`src/sbs_pkg.sv`:
```
/*
 * sbs_pkg: register map, field layout, reset values and lock-owner codes
 * for the buffer semaphore block.
 * Assumes a 32-bit APB register bus with byte addresses.
 */
package sbs_pkg;

    localparam logic [11:0] SBS_ADDR_TASK_ACQUIRE = 12'h024;
    localparam logic [11:0] SBS_ADDR_TASK_RELEASE = 12'h028;
    localparam logic [11:0] SBS_ADDR_EVT_END      = 12'h104;
    localparam logic [11:0] SBS_ADDR_EVT_RXFULL   = 12'h110;
    localparam logic [11:0] SBS_ADDR_EVT_GRANTED  = 12'h128;
    localparam logic [11:0] SBS_ADDR_SHORTCUT     = 12'h200;
    localparam logic [11:0] SBS_ADDR_IRQ_SET      = 12'h304;
    localparam logic [11:0] SBS_ADDR_IRQ_CLR      = 12'h308;
    localparam logic [11:0] SBS_ADDR_OWNER        = 12'h400;

    // register bit positions: interrupt enables, shortcut, task and event
    localparam int SBS_BIT_END     = 1;
    localparam int SBS_BIT_RXFULL  = 4;
    localparam int SBS_BIT_GRANTED = 10;
    localparam int SBS_BIT_SHORT   = 0;
    localparam int SBS_BIT_TASK    = 0;
    localparam int SBS_BIT_EVT     = 0;

    localparam logic [2:0]  SBS_IRQ_EN_RESET   = 3'h0;
    localparam logic [31:0] SBS_ZERO_WORD      = 32'h0000_0000;

    typedef enum logic [1:0]
    {
        SBS_OWN_FREE    = 2'b00,
        SBS_OWN_CPU     = 2'b01,
        SBS_OWN_SPI     = 2'b10,
        SBS_OWN_SPI_PND = 2'b11
    } sbs_owner_t;

    localparam sbs_owner_t SBS_OWNER_RESET = SBS_OWN_CPU;

endpackage : sbs_pkg

```
`src/sbs_lock_fsm.sv`:
```
/*
 * sbs_lock_fsm: lock ownership state machine between processor and the
 * serial target engine.
 * Assumes single-cycle task and request pulses on pclk.
 */
`timescale 1ns/1ps
module sbs_lock_fsm
    import sbs_pkg::*;
(
    input  wire logic       pclk,
    input  wire logic       presetn,
    input  wire logic       cpu_acquire,
    input  wire logic       cpu_release,
    input  wire logic       spi_request,
    input  wire logic       spi_done,
    output sbs_owner_t      owner,
    output logic            granted
);

    typedef struct packed
    {
        sbs_owner_t owner;
        logic       granted;
    } sbs_fsm_state_t;

    sbs_fsm_state_t cur;
    sbs_fsm_state_t next_cur;

    always_comb
    begin
        next_cur         = cur;
        next_cur.granted = 1'b0;
        case (cur.owner)
            SBS_OWN_FREE:
            begin
                // processor wins a same-cycle tie
                if (cpu_acquire)
                begin
                    next_cur.owner   = SBS_OWN_CPU;
                    next_cur.granted = 1'b1;
                end
                else if (spi_request)
                    next_cur.owner = SBS_OWN_SPI;
            end
            SBS_OWN_CPU:
            begin
                if (cpu_release)
                    next_cur.owner = SBS_OWN_FREE;
            end
            SBS_OWN_SPI:
            begin
                if (spi_done)
                    next_cur.owner = SBS_OWN_FREE;
                if (cpu_acquire)
                    next_cur.owner = spi_done ? SBS_OWN_CPU
                                              : SBS_OWN_SPI_PND;
                next_cur.granted = cpu_acquire && spi_done;
            end
            SBS_OWN_SPI_PND:
            begin
                if (spi_done)
                begin
                    next_cur.owner   = SBS_OWN_CPU;
                    next_cur.granted = 1'b1;
                end
            end
            default:
                next_cur.owner = SBS_OWN_FREE;
        endcase
    end

    always_ff @(posedge pclk or negedge presetn)
    begin
        if (!presetn)
        begin
            cur.owner   <= SBS_OWNER_RESET;
            cur.granted <= 1'b0;
        end
        else
            cur <= next_cur;
    end

    assign owner   = cur.owner;
    assign granted = cur.granted;

endmodule : sbs_lock_fsm

```
`src/sbs_irq_enable.sv`:
```
/*
 * sbs_irq_enable: per-event interrupt enable bits with set and clear
 * write ports, one generate loop over the events.
 * Assumes set and clear strobes are one-cycle pulses.
 */
`timescale 1ns/1ps
module sbs_irq_enable
    import sbs_pkg::*;
(
    input  wire logic       pclk,
    input  wire logic       presetn,
    input  wire logic [2:0] set_bits,
    input  wire logic [2:0] clr_bits,
    output logic      [2:0] enable
);

    typedef struct packed
    {
        logic [2:0] en;
    } sbs_en_state_t;

    sbs_en_state_t cur;
    sbs_en_state_t next_cur;

    genvar gi;
    generate
        for (gi = 0; gi < 3; gi++)
        begin : g_en
            // set beats clear so an enable write is never lost
            always_comb
                next_cur.en[gi] = set_bits[gi] |
                                  (cur.en[gi] & ~clr_bits[gi]);
        end
    endgenerate

    always_ff @(posedge pclk or negedge presetn)
    begin
        if (!presetn)
            cur.en <= SBS_IRQ_EN_RESET;
        else
            cur <= next_cur;
    end

    assign enable = cur.en;

endmodule : sbs_irq_enable

```
`src/sbs_top.sv`:
```
/*
 * sbs_top: buffer semaphore, shortcut, events and interrupt control of a
 * serial target peripheral, with an APB slave for the registers.
 * Assumes the transaction engine gives one-cycle pulses on pclk for its
 * lock request, transaction end and receive buffer end.
 */
`timescale 1ns/1ps

// Behaviour
// - shortcut bit makes transaction end re-request the lock; resets to zero
// - set register bit for end event enables it; read shows enable
// - clear register bit for end event disables it; read shows enable
// - receive-full event has own enable, set and clear, read back
// - lock-granted enable set by writing one; read shows state
// - lock-granted enable cleared by writing one; read shows state
// - owner field: 0 free, 1 processor, 2 engine, 3 engine with processor pending
// - owner field reads processor after reset
// - processor release frees lock so the engine can take it
// - receive-full event raised when engine reaches buffer end
module sbs_top
    import sbs_pkg::*;
(
    input  wire logic        pclk,
    input  wire logic        presetn,
    input  wire logic        psel,
    input  wire logic        penable,
    input  wire logic        pwrite,
    input  wire logic [11:0] paddr,
    input  wire logic [31:0] pwdata,
    output logic      [31:0] prdata,
    output logic             pready,
    output logic             pslverr,
    input  wire logic        spi_lock_request,
    input  wire logic        spi_transaction_end,
    input  wire logic        spi_rx_buffer_end,
    output logic             serial_target_owner,
    output logic             irq
);

    typedef struct packed
    {
        logic        short_en;
        logic        evt_end;
        logic        evt_rxfull;
        logic        evt_granted;
        logic [31:0] rdata;
        logic        ready;
        logic        slverr;
        logic        irq;
        logic        spi_own;
    } sbs_top_state_t;

    sbs_top_state_t cur;
    sbs_top_state_t next_cur;

    sbs_owner_t owner;
    logic       granted;
    logic [2:0] irq_en;
    logic [2:0] en_set;
    logic [2:0] en_clr;
    logic       cpu_acquire;
    logic       cpu_release;
    logic       wr;
    logic       rd_setup;
    logic       wbit;

    // one wait-free access: writes land at the access edge
    assign wr       = psel && penable && pwrite && cur.ready;
    assign rd_setup = psel && !penable && !pwrite;
    assign wbit     = pwdata[SBS_BIT_TASK];

    assign cpu_acquire = (wr && paddr == SBS_ADDR_TASK_ACQUIRE && wbit)
                       || (cur.short_en && spi_transaction_end);
    assign cpu_release = wr && paddr == SBS_ADDR_TASK_RELEASE && wbit;

    assign en_set = (wr && paddr == SBS_ADDR_IRQ_SET)
                  ? {pwdata[SBS_BIT_GRANTED], pwdata[SBS_BIT_RXFULL],
                     pwdata[SBS_BIT_END]}
                  : 3'h0;
    assign en_clr = (wr && paddr == SBS_ADDR_IRQ_CLR)
                  ? {pwdata[SBS_BIT_GRANTED], pwdata[SBS_BIT_RXFULL],
                     pwdata[SBS_BIT_END]}
                  : 3'h0;

    sbs_lock_fsm u_lock
    (
        .pclk        (pclk),
        .presetn     (presetn),
        .cpu_acquire (cpu_acquire),
        .cpu_release (cpu_release),
        .spi_request (spi_lock_request),
        .spi_done    (spi_transaction_end),
        .owner       (owner),
        .granted     (granted)
    );

    sbs_irq_enable u_en
    (
        .pclk     (pclk),
        .presetn  (presetn),
        .set_bits (en_set),
        .clr_bits (en_clr),
        .enable   (irq_en)
    );

    always_comb
    begin
        next_cur        = cur;
        next_cur.ready  = 1'b0;
        next_cur.slverr = 1'b0;

        // ready answers the cycle after setup
        if (psel && !penable)
            next_cur.ready = 1'b1;

        if (wr && paddr == SBS_ADDR_SHORTCUT)
            next_cur.short_en = pwdata[SBS_BIT_SHORT];

        // event flags: software writes, hardware set wins
        if (wr && paddr == SBS_ADDR_EVT_END)
            next_cur.evt_end = pwdata[SBS_BIT_EVT];
        if (wr && paddr == SBS_ADDR_EVT_RXFULL)
            next_cur.evt_rxfull = pwdata[SBS_BIT_EVT];
        if (wr && paddr == SBS_ADDR_EVT_GRANTED)
            next_cur.evt_granted = pwdata[SBS_BIT_EVT];
        if (spi_transaction_end)
            next_cur.evt_end = 1'b1;
        if (spi_rx_buffer_end)
            next_cur.evt_rxfull = 1'b1;
        if (granted)
            next_cur.evt_granted = 1'b1;

        if (rd_setup)
        begin
            next_cur.rdata = SBS_ZERO_WORD;
            case (paddr)
                SBS_ADDR_EVT_END:
                    next_cur.rdata[SBS_BIT_EVT] = cur.evt_end;
                SBS_ADDR_EVT_RXFULL:
                    next_cur.rdata[SBS_BIT_EVT] = cur.evt_rxfull;
                SBS_ADDR_EVT_GRANTED:
                    next_cur.rdata[SBS_BIT_EVT] = cur.evt_granted;
                SBS_ADDR_SHORTCUT:
                    next_cur.rdata[SBS_BIT_SHORT] = cur.short_en;
                SBS_ADDR_IRQ_SET, SBS_ADDR_IRQ_CLR:
                begin
                    next_cur.rdata[SBS_BIT_END]     = irq_en[0];
                    next_cur.rdata[SBS_BIT_RXFULL]  = irq_en[1];
                    next_cur.rdata[SBS_BIT_GRANTED] = irq_en[2];
                end
                SBS_ADDR_OWNER:
                    next_cur.rdata[1:0] = owner;
                SBS_ADDR_TASK_ACQUIRE, SBS_ADDR_TASK_RELEASE:
                    next_cur.rdata = SBS_ZERO_WORD;
                default:
                    next_cur.slverr = 1'b1;
            endcase
        end
        else if (psel && !penable)
        begin
            case (paddr)
                SBS_ADDR_TASK_ACQUIRE, SBS_ADDR_TASK_RELEASE,
                SBS_ADDR_EVT_END, SBS_ADDR_EVT_RXFULL,
                SBS_ADDR_EVT_GRANTED, SBS_ADDR_SHORTCUT,
                SBS_ADDR_IRQ_SET, SBS_ADDR_IRQ_CLR, SBS_ADDR_OWNER:
                    next_cur.slverr = 1'b0;
                default:
                    next_cur.slverr = 1'b1;
            endcase
        end

        next_cur.irq = (next_cur.evt_end     && irq_en[0])
                    || (next_cur.evt_rxfull  && irq_en[1])
                    || (next_cur.evt_granted && irq_en[2]);
        next_cur.spi_own = (owner == SBS_OWN_SPI)
                        || (owner == SBS_OWN_SPI_PND);
    end

    always_ff @(posedge pclk or negedge presetn)
    begin
        if (!presetn)
        begin
            cur.short_en    <= 1'b0;
            cur.evt_end     <= 1'b0;
            cur.evt_rxfull  <= 1'b0;
            cur.evt_granted <= 1'b0;
            cur.rdata       <= SBS_ZERO_WORD;
            cur.ready       <= 1'b0;
            cur.slverr      <= 1'b0;
            cur.irq         <= 1'b0;
            cur.spi_own     <= 1'b0;
        end
        else
            cur <= next_cur;
    end

    assign prdata              = cur.rdata;
    assign pready              = cur.ready;
    assign pslverr             = cur.slverr;
    assign irq                 = cur.irq;
    assign serial_target_owner = cur.spi_own;

endmodule : sbs_top

```
`config.mk`:
```
export PLATFORM = sky130hd
export DESIGN_NAME = sbs_top
export DESIGN_NICKNAME = d
export VERILOG_FILES = /design/src/sbs_pkg.sv /design/src/sbs_lock_fsm.sv /design/src/sbs_irq_enable.sv /design/src/sbs_top.sv
export SDC_FILE = /design/constraint.sdc
export NUM_CORES = 1
export LEC_CHECK = 0
export BUFFER_PORTS_ARGS = -buffer_cell sky130_fd_sc_hd__buf_4
export CORE_MARGIN = 5
export CORE_UTILIZATION = 38
export CTS_BUF_LIST = sky130_fd_sc_hd__clkbuf_2
export CTS_CLUSTER_DIAMETER = 40
export DETAILED_ROUTE_END_ITERATION = 7
export PLACE_DENSITY_LB_ADDON = 0.1
export SYNTH_ARGS = -nofsm -noshare
export SYNTH_HDL_FRONTEND = slang
export SYNTH_HIERARCHICAL = 1
export SYNTH_SLANG_ARGS = --single-unit
```
`constraint.sdc`:
```
create_clock -name pclk -period 1.52 [get_ports pclk]
set_clock_uncertainty 0.15 [all_clocks]
set_input_delay 0.304 -clock pclk [delete_from_list [all_inputs] [get_ports pclk]]
set_output_delay 0.304 -clock pclk [all_outputs]
set_load 0.01 [all_outputs]
```
# Yosys cells after proc, flatten, opt, wreduce, memory -nomap -nowiden
# Index checks and enable logic that the tools add are counted.
# word_totals
regBits,18
in_bits,52
out_inout_bits,36
word_cells,93
# classes
eq_ne,16
mux,26
bitwise_logic,9
n_reduce_logical,30
# op_table
cell,n
== test 12 x 10 -> 1 bit (second input constant),3
== test 12 x 9 -> 1 bit (second input constant),3
== test 12 x 6 -> 1 bit (second input constant),2
logical AND 1 bit,20
2-to-1 mux 1 bit,13
== test 12 x 11 -> 1 bit (second input constant),1
2-to-1 mux 2 bit,6
2-to-1 mux 3 bit,3
OR reduction 9 bit,1
one-hot mux 2 bit (4 select lines),1
!= test 3 x 2 -> 1 bit (second input constant),2
one-hot mux 1 bit (5 select lines),1
== test 2 bit (second input constant),2
logical OR 1 bit,4
!= test 2 bit (second input constant),2
AND reduction 4 bit,1
AND 1 bit,3
NOT 1 bit,3
bitwise OR 1 bit,3
one-hot mux 1 bit (3 select lines),1
== test 2 x 1 -> 1 bit (second input constant),1
logical NOT 1 bit,2
logical NOT 2 bit,1
one-hot mux 1 bit (2 select lines),1
OR reduction 2 bit,1

# Logic depth before layout (Yosys ltp)
# Gate-level depths: netlist of run 1.
# logic_depth
word_depth,9
ltp_mapped,6

# Hierarchy
# The synthesis of run 1 kept the hierarchy.
# by_module_without_submodules
mod,instances,cells_each,area_per_inst_um2,seq_area_each_um2
sbs_top,1,128,1054.8,300.3
sbs_lock_fsm,1,10,115.1,76.3
sbs_irq_enable,1,9,108.9,75.1

# Least setup slack after synthesis of run 1
# OpenSTA, ideal clock, no wires.
# synth_path
path_kind,in2reg
start,input port paddr[9]
end,register irq (netlist name)
arrival_ps,1891
required_time_ps,1244
slack_ps,-647
stages,5
path_cell_list,or4b_4 -> or4b_4 -> o22ai_2 -> o31ai_2 -> a221o_1
# synth_rtl
item,line,rtl
"start, declared",sbs_top.sv:28,"input wire logic [11:0] paddr,"

==> metrics, run 1 <==
Most common cell on crit path=or4b_4; Initial Util=38.9%; worst-path fanout max=3; drt total wl=3430 um; Avg WL per Cell=13.4 um; Worst Setup Slack, final=-403 ps; largest net degree at the start of global routing=19; via count=1189; area occupied by multi-input gates=802 um2; Clock Latency Late Sink=290 ps; Clock Sinks=18; Lkg Pwr=0.907 nW; Worst VDD drop=0.000554 V; async set-reset flop share out of synthesis=100%; cell count after synthesis=147; Seq. cell area=452 um2; antenna violations before repair=0; number of synthesized flops with an enable pin=0; # diodes=0; vias in the first global route=1186; outcome=finished with violations; Worst-path clk slew=170 ps; worst path cell trace=buf_6 > or4b_4 > or4b_4 > o22ai_2 > o31ai_2 > a221o_1; FF-to-FF setup slack=-100 ps; post-route clock period utilization=126%; post-layout minimum cycle time=1920 ps; CP Class=in2reg; Final Hold Viols=0; Mapped Avg Cell Area=8.70 um2; Clock Tree Buf Depth=2; PD cells=496 mW/mm2; Detail Placement HPWL=2620 um; most frequent cells in the layout=buf_4 (59), conb_1 (28), dfrtp_1 (17); Final #Nets=263; post-route ant nets=0; Ys Warns=6; port bufs=31; Mapped Area=0.00128 mm2; Residual DRC=0; area added between synthesis and finish=46.2%; Hold Path Depth=2; Final Slew Violations=0; post-synthesis sequential area ratio=35.3%; predominant post-synthesis flop cell=dfrtp_1; detailed-route vias per instance=4.64; Max-cap violations=0; Remaining Overflow, GRT=0; Peak Freq=520 MHz; CP required=1580 ps; H-Tree Depth=1; CP Data Arrival Time=1980 ps; 1st-pass router iterations=5; Core ar.=0.00328 mm2; layout cells sized above 1=48.6%; Die Footprint=0.00463 mm2; setup TNS=-1520 ps; Die Wd=68.0 um; Worst setup EP type=register; global-route usage over all layers=14.6%; startpoint types=input port; # IOs=88; first-pass GRT wire length=5110 um; failing checks=negative setup slack; # rows=21; drt initial violations=23; Buf/Inv on CP=1; RSZ-0062 raised after global routing=true; fill cell count=307; Inserted Clock Buffers=3; Worst path slowest cell=or4b_4; cells on worst reg2reg path=6; CTS tree=done; most common cell after layout, fill and taps aside=buf_4; Top delay family on crit path=simple AND/OR/NAND/NOR gates; setup violators final=8; Yosys reg bits=18; routability congestion estimate=0.840; slowest stage delay, CP=540 ps; Root Buffer=clkbuf_2; Crit path depth=6; Synth cell types=40; Design Power=927 uW; die height=68.0 um; min-delay worst type=in2reg
-- cell usage after synthesis (4+ instances only) --
cell | n | area (um2)
nand3_1 | 4 | 20.0
o21ai_0 | 5 | 25.0
nor2b_1 | 5 | 31.3
buf_4 | 32 | 240
inv_1 | 5 | 18.8
dfrtp_1 | 17 | 425
nor3_1 | 5 | 25.0
nor2_1 | 14 | 52.6
nand2_1 | 11 | 41.3
and2_1 | 6 | 37.5
-- report_power, final --
part / switching (mW) / internal [mW]
clock network: 0.139 / 0.0572
logic: 0.121 / 0.108
registers: 0.00959 / 0.492
total: 0.270 / 0.657
-- metrics by stage --
step | instance area (um2) | setup WS (ps) | utilization [%] | hold slack (ps) | std cells
6_report | 1870 | -403 | 56.9 | 99.6 | 256
5_1_grt | 1870 | -399 | 56.9 | 50.5 | 256
4_1_cts | 1770 | -351 | 53.8 | 74.5 | 254
3_5_place_dp | 1640 | -777 | 49.9 | 35.8 | 243
3_3_place_gp | 1640 | -744 | 49.9 | 34.5 | 243
2_1_floorplan | 1400 | -589 | - | -142 | 174
-- what timing repair did --
item,in CTS,in global routing
endpoints found under the setup margin,9,16
setup buffers,6,3
pin swaps,11,15
hold buffers,1,0
hold endpoints to repair,18,0
gates resized for setup,12,25
-- path summary, 6_finish.rpt --
path	to	startpoint
worst max-delay path	irq	paddr[9]
worst min-delay path	u_lock/owner[1]	spi_lock_request
worst max register to register	irq	pready
worst min register to register	prdata[10]	prdata[10]
max in group asynchronous	u_lock/owner[0]	presetn
min in group asynchronous	pready	presetn
-- final cells by class --
class / instances / area share (%)
inverter: 5 / 1.00
multi-input combinational: 117 / 42.9
clock inverter: 1 / 0.201
sequential: 18 / 24.2
timing repair buffer: 66 / 27.8
clock buffer: 3 / 0.803
tap: 46 / 3.08
-- flip-flops by register name, summed over array words and instances (netlist names) --
name / flops
cur: 4
pslverr: 1
pready: 1
u_lock/granted: 1
u_lock/owner: 2
irq: 1
u_en/enable: 3
prdata: 4
serial_target_owner: 1
-- per-layer routing --
layer  GRT usage, %  part of all wire, %  vias up
met2           27.3                   51       46
met1           16.3                   41      563
met4           2.73                  1.2        0
met3           4.11                  6.8        6
met5              0                    0        -
li1               -                    -      574
-- worst register-to-register path: stages (launching register included) --
cell and delay (ps):
dfrtp_1 390, and4_4 260, buf_6 130, nand2_1 80, o22ai_2 150, o31ai_2 100
a221o_1 290
-- logic make-up after synthesis --
kind of cell              after synthesis  synth area share, %
muxes                                   3                 2.45
DFF                                    18                 35.3
AOI/OAI and AO/OA                      21                 12.4
buffers and inverters                  39                 20.8
xor gates and xnor gates                1                0.685
other                                   1                0.293
and+or+nand+nor                        64                 28.0
(Power assumes the default switching activity.)
==> run 2: changes to the inputs <==
--- a/config.mk
+++ b/config.mk
@@ -5,9 +5,10 @@
 export SDC_FILE = /design/constraint.sdc
 export NUM_CORES = 1
 export LEC_CHECK = 0
+export ABC_AREA = 1
 export BUFFER_PORTS_ARGS = -buffer_cell sky130_fd_sc_hd__buf_4
 export CORE_MARGIN = 5
-export CORE_UTILIZATION = 38
+export CORE_UTILIZATION = 40
 export CTS_BUF_LIST = sky130_fd_sc_hd__clkbuf_2
 export CTS_CLUSTER_DIAMETER = 40
 export DETAILED_ROUTE_END_ITERATION = 7
==> metrics, run 2 <==
setup violators final=0 (-8); post-synthesis xor/xnor area fraction=0% (-0.68 points); 1st-pass router iterations=4 (-1); drt total wl=2800 um (-18%); Non-Filler Instances=299 (+17%); detailed-route vias per instance=4.20 (-9.5%); synth top area cells=dfrtp_1 (31%), buf_4 (18%), nand2_1 (10%); post-synthesis mux area share=0.809% (-1.6 points); layout cells sized above 1=30.0% (-19 points); Die Footprint=0.00476 mm2 (+2.9%); Design Power=894 uW (-3.6%); CTS tree=done; RSZ-0062 raised after global routing=true; drt initial violations=42 (+83%); Synth area leader=dfrtp_1; Hold Startpoint=spi_rx_buffer_end; largest family of logic cells by synthesized area=simple AND/OR/NAND/NOR gates; worst-path fanout max=3 (unchanged); Initial Util=41.4% (+2.4 points); port bufs=31 (unchanged); post-layout minimum cycle time=1490 ps (-435 ps); routability congestion estimate=0.760 (-9.6%); post-route ant nets=0 (unchanged); startpoint types=register; # rows=21 (unchanged); global-route usage over all layers=12.5% (-2.0 points); # IOs=88 (unchanged); number of synthesized flops with an enable pin=0 (unchanged); Mapped Avg Cell Area=6.85 um2 (-21%); reg-to-reg critical path startpoint=pready; Synth top area share=30.6% (-2.7 points); Clock Tree Buf Depth=2 (unchanged); Max-cap violations=0 (unchanged); largest net degree at the start of global routing=19 (unchanged); simple-gate share of the synthesized area=36.9% (+8.9 points); post-route clock period utilization=97.9% (-29 points); post-synthesis sequential area ratio=32.5% (-2.9 points); via count=1257 (+5.7%); Synth cell types=22 (-45%); area added between synthesis and finish=25.2%; Core ar.=0.00336 mm2 (+2.4%); Die Wd=69.0 um (+1.4%); Synth Area in Compound Gates=2.61% (-9.8 points); Final Slew Violations=0 (unchanged); PD cells=513 mW/mm2 (+3.5%); antenna violations before repair=0 (unchanged); Avg WL per Cell=9.36 um (-30%); outcome=finished clean; Inserted Clock Buffers=3 (unchanged); Peak Freq=672 MHz (+29%); Yosys reg bits=18 (unchanged); min-delay worst type=in2reg; Lkg Pwr=0.941 nW (+3.8%); CP required=1620 ps (+40 ps); worst hold margin=88.5 ps (-11.1 ps); cell count after synthesis=203 (+38%); most frequent cells in the layout=buf_4 (52), nand2_1 (36), inv_1 (30); Worst VDD drop=0.000383 V (-31%); crit path launch=pready; Final Hold Viols=0 (unchanged); final core utilization=51.8% (-5.1 points); Worst Setup Slack, final=32.4 ps (+435 ps); commonest cells in the netlist=nand2_1 (38), buf_4 (33), inv_1 (31); Ys Warns=6 (unchanged); Final #Nets=306 (+16%); H-Tree Depth=1 (unchanged); # diodes=0 (unchanged); most common cell after layout, fill and taps aside=buf_4; Clock Latency Late Sink=290 ps (about the same); DP Worst Slack=-276 ps (+501 ps); Detail Placement HPWL=2400 um (-8.4%); cells on worst reg2reg path=10 (+4); die height=69.0 um (+1.4%); Hold Path Depth=3 (+1); CP Data Arrival Time=1580 ps (-400 ps); Post-Synth Adder-Cell Area=0% (unchanged); top-count cell post-synth=nand2_1; async set-reset flop share out of synthesis=100% (unchanged); Mapped Area=0.00139 mm2 (+8.8%); Worst-path clk slew=170 ps (about the same); Root Buffer=clkbuf_2; Remaining Overflow, GRT=0 (unchanged); Clock Sinks=18 (unchanged); Worst setup EP type=register; first-pass GRT wire length=4490 um (-12%); Residual DRC=0 (unchanged); CP Class=reg2reg; predominant post-synthesis flop cell=dfrtp_1; placed cells=293 (+21%); vias in the first global route=1084 (-8.6%)
==> run 2: layout make-up <==
class | instances | area [um2]
Tap cell | 46 | 57.6
Clock buffer | 3 | 15.0
Fill cell | 366 | 1620
Sequential cell | 18 | 452
Clock inverter | 1 | 3.75
Timing Repair Buffer | 53 | 400
Inverter | 33 | 124
Multi-Input combinational cell | 145 | 689
==> run 2: critical path, stage by stage, from the launching register on <==
cell and delay [ps]:
dfrtp_1 390, nand2_2 70, nor2_4 120, nand2_2 70
o21ai_2 170, inv_2 70, nor2_4 130, nor2_2 50
nor2_1 80, nand3_1 80, nand2_1 60
==> run 2: routing by layer <==
layer,share of wire (%),wire (um),GRT usage (%)
met1,43,1220,16.1
met4,0.79,22,2.19
met2,48,1350,21.5
met5,0,0,0
met3,7.3,205,2.92
==> run 2: worst paths after layout <==
check | end | slack [ps]
max | u_lock/owner[1] | 30
min | cur[37] | 90
max reg2reg | u_lock/owner[1] | 30
min reg2reg | prdata[10] | 350
max in group asynchronous | u_lock/owner[0] | 720
min in group asynchronous | pslverr | 230
==> run 2: cells by family (layout without fill, tap and decap cells) <==
group,Yosys count,after routing
AO/OA/AOI/OAI,7,7
buffers and inverters,67,90
flip-flops,18,18
multiplexers,1,1
other,1,28
AND/OR/NAND/NOR,109,109
==> run 2: stage by stage <==
| step | cell area [um2] | setup TNS, ps |
|---|---|---|
| 6_report | 1740 | 0 |
| 5_1_grt | 1740 | -143 |
| 4_1_cts | 1720 | 0 |
| 3_5_place_dp | 1700 | -1530 |
| 3_3_place_gp | 1700 | -1500 |
| 2_1_floorplan | 1510 | 0 |
==> run 2: report_power, final <==
group          switching (mW)  leakage (nW)  total [mW]  internal, mW
logic                   0.110         0.701       0.197        0.0869
clock network           0.144        0.0140       0.201        0.0572
registers             0.00514         0.226       0.496         0.490
total                   0.260         0.941       0.894         0.635
==> run 2: timing repair <==
action                                  in CTS  in global routing
setup buffers                                0                  1
endpoints found under the setup margin       0                  4
hold buffers                                 1                  0
gates resized for setup                      0                  4
endpoints found under the hold margin       18                  0
==> run 3: changes to the inputs <==
--- a/config.mk
+++ b/config.mk
@@ -12,6 +12,7 @@
 export CTS_BUF_LIST = sky130_fd_sc_hd__clkbuf_2
 export CTS_CLUSTER_DIAMETER = 40
 export DETAILED_ROUTE_END_ITERATION = 7
+export MAX_ROUTING_LAYER = met4
 export PLACE_DENSITY_LB_ADDON = 0.1
 export SYNTH_ARGS = -nofsm -noshare
 export SYNTH_HDL_FRONTEND = slang
==> metrics, run 3 (synthesized netlist as in run 2, its figures left out) <==
cells on worst reg2reg path=10 (unchanged); first-pass GRT wire length=4490 um (+0.13%); placed cells=293 (unchanged); Non-Filler Instances=299 (unchanged); layout cells sized above 1=30.0% (unchanged); DP Worst Slack=-276 ps (unchanged); Detail Placement HPWL=2400 um (unchanged); RSZ-0062 raised after global routing=true; CP Class=reg2reg; min-delay worst type=in2reg; Worst Hold End=cur[37]; startpoint types=register; most frequent cells in the layout=buf_4 (52), nand2_1 (36), inv_1 (30); # rows=21 (unchanged); Clock Sinks=18 (unchanged); Avg WL per Cell=9.34 um (-0.18%); Seq. cell area=452 um2 (unchanged); routability congestion estimate=0.770 (+1.3%); Die Footprint=0.00476 mm2 (unchanged); PD cells=513 mW/mm2 (about the same); global-route usage over all layers=12.9% (+0.35 points); Initial Util=41.4% (unchanged); most common cell after layout, fill and taps aside=buf_4; Lkg Pwr=0.941 nW (unchanged); setup violators final=0 (unchanged); post-route clock period utilization=97.9% (about the same); H-Tree Depth=1 (unchanged); largest net degree at the start of global routing=19 (unchanged); Residual DRC=0 (unchanged); drt initial violations=40 (-4.8%); area added between synthesis and finish=25.2% (unchanged); Remaining Overflow, GRT=0 (unchanged); area occupied by multi-input gates=689 um2 (unchanged); via count=1259 (+0.16%); Max-cap violations=0 (unchanged); Worst Setup Slack, final=32.4 ps (-0.0295 ps); Hold Path Depth=3 (unchanged); Core ar.=0.00336 mm2 (unchanged); Peak Freq=672 MHz (about the same); Final Slew Violations=0 (unchanged); fill cell count=366 (unchanged); vias in the first global route=1083 (-0.092%); # diodes=0 (unchanged); CTS tree=done; Design Power=893 uW (about the same); die height=69.0 um (unchanged); drt total wl=2790 um (-0.18%); Worst-path clk slew=170 ps (about the same); antenna violations before repair=0 (unchanged); post-layout minimum cycle time=1490 ps (+0.0295 ps); 1st-pass router iterations=4 (unchanged); Clock Tree Buf Depth=2 (unchanged); Worst path slowest cell=dfrtp_1; Hold Startpoint=spi_rx_buffer_end; reg2reg end=u_lock/owner[1]; Die Wd=69.0 um (unchanged); CP Data Arrival Time=1580 ps (about the same); FF-to-FF setup slack=30 ps (about the same); outcome=finished clean; slowest stage delay, CP=390 ps (about the same); Worst setup EP type=register; port bufs=31 (unchanged); CP required=1620 ps (about the same); worst path cell trace=nand2_2 > nor2_4 > nand2_2 > o21ai_2 > inv_2 > nor2_4 > nor2_2 > nor2_1 > nand3_1 > nand2_1; Buf/Inv on CP=1 (unchanged); detailed-route vias per instance=4.21 (+0.16%); Clock Latency Late Sink=290 ps (about the same); Root Buffer=clkbuf_2; Top delay family on crit path=simple AND/OR/NAND/NOR gates; # IOs=88 (unchanged); post-route ant nets=0 (unchanged); reg-to-reg critical path startpoint=pready; Worst VDD drop=0.000382 V (-0.32%); Final Hold Viols=0 (unchanged); Final #Nets=306 (unchanged); worst-path fanout max=3 (unchanged); Inserted Clock Buffers=3 (unchanged)
-- run 3: where the power goes --
part / switching, mW / internal, mW / total [mW]
sequential: 0.00514 / 0.490 / 0.496
clock: 0.144 / 0.0572 / 0.201
combinational: 0.110 / 0.0869 / 0.197
total: 0.259 / 0.635 / 0.893
-- run 3: metrics by stage --
stage	TNS [ps]	hold slack [ps]	instance area, um2	util [%]
final	0	88.6	1740	51.8
after global routing	-143	67.9	1740	51.8
after CTS	0	80.7	1720	51.3
after detailed placement	-1530	33.2	1700	50.4
after global placement	-1500	36.8	1700	50.4
after floorplan	0	-142	1510	-
-- run 3: worst max path at each step --
stage                   start              end  depth (start not counted)
floorplan            paddr[7]  u_lock/owner[1]                         11
global placement    paddr[10]  u_lock/owner[1]                         12
detailed placement  paddr[10]  u_lock/owner[1]                         12
CTS                    pready  u_lock/owner[1]                         10
global route           pready  u_lock/owner[1]                         10
finish                 pready  u_lock/owner[1]                         10
-- run 3: layer usage --
metal / GRT usage, % / up-vias / wire, um
met2: 21.5 / 40 / 1360
met5: - / - / 0
li1: - / 668 / -
met3: 2.92 / 2 / 213
met4: 2.19 / 0 / 23
met1: 16.1 / 549 / 1200
-- run 3: layout make-up --
type	count	share of cell area [%]
tap	46	3.30
timing repair buffer	53	23.0
sequential	18	25.9
clock buffer	3	0.862
clock inverter	1	0.216
multi-input combinational	145	39.6
inverter	33	7.11
-- run 3: repair_timing --
action,4_1_cts,5_1_grt
buffers inserted,0,1
setup endpoints to repair,0,4
endpoints found under the hold margin,18,0
hold buffers,1,0
resized for setup,0,4
-- run 3: worst min-delay path, stage by stage --
cell     delay (ps)
buf_4            70
inv_1            30
nand3_1          90
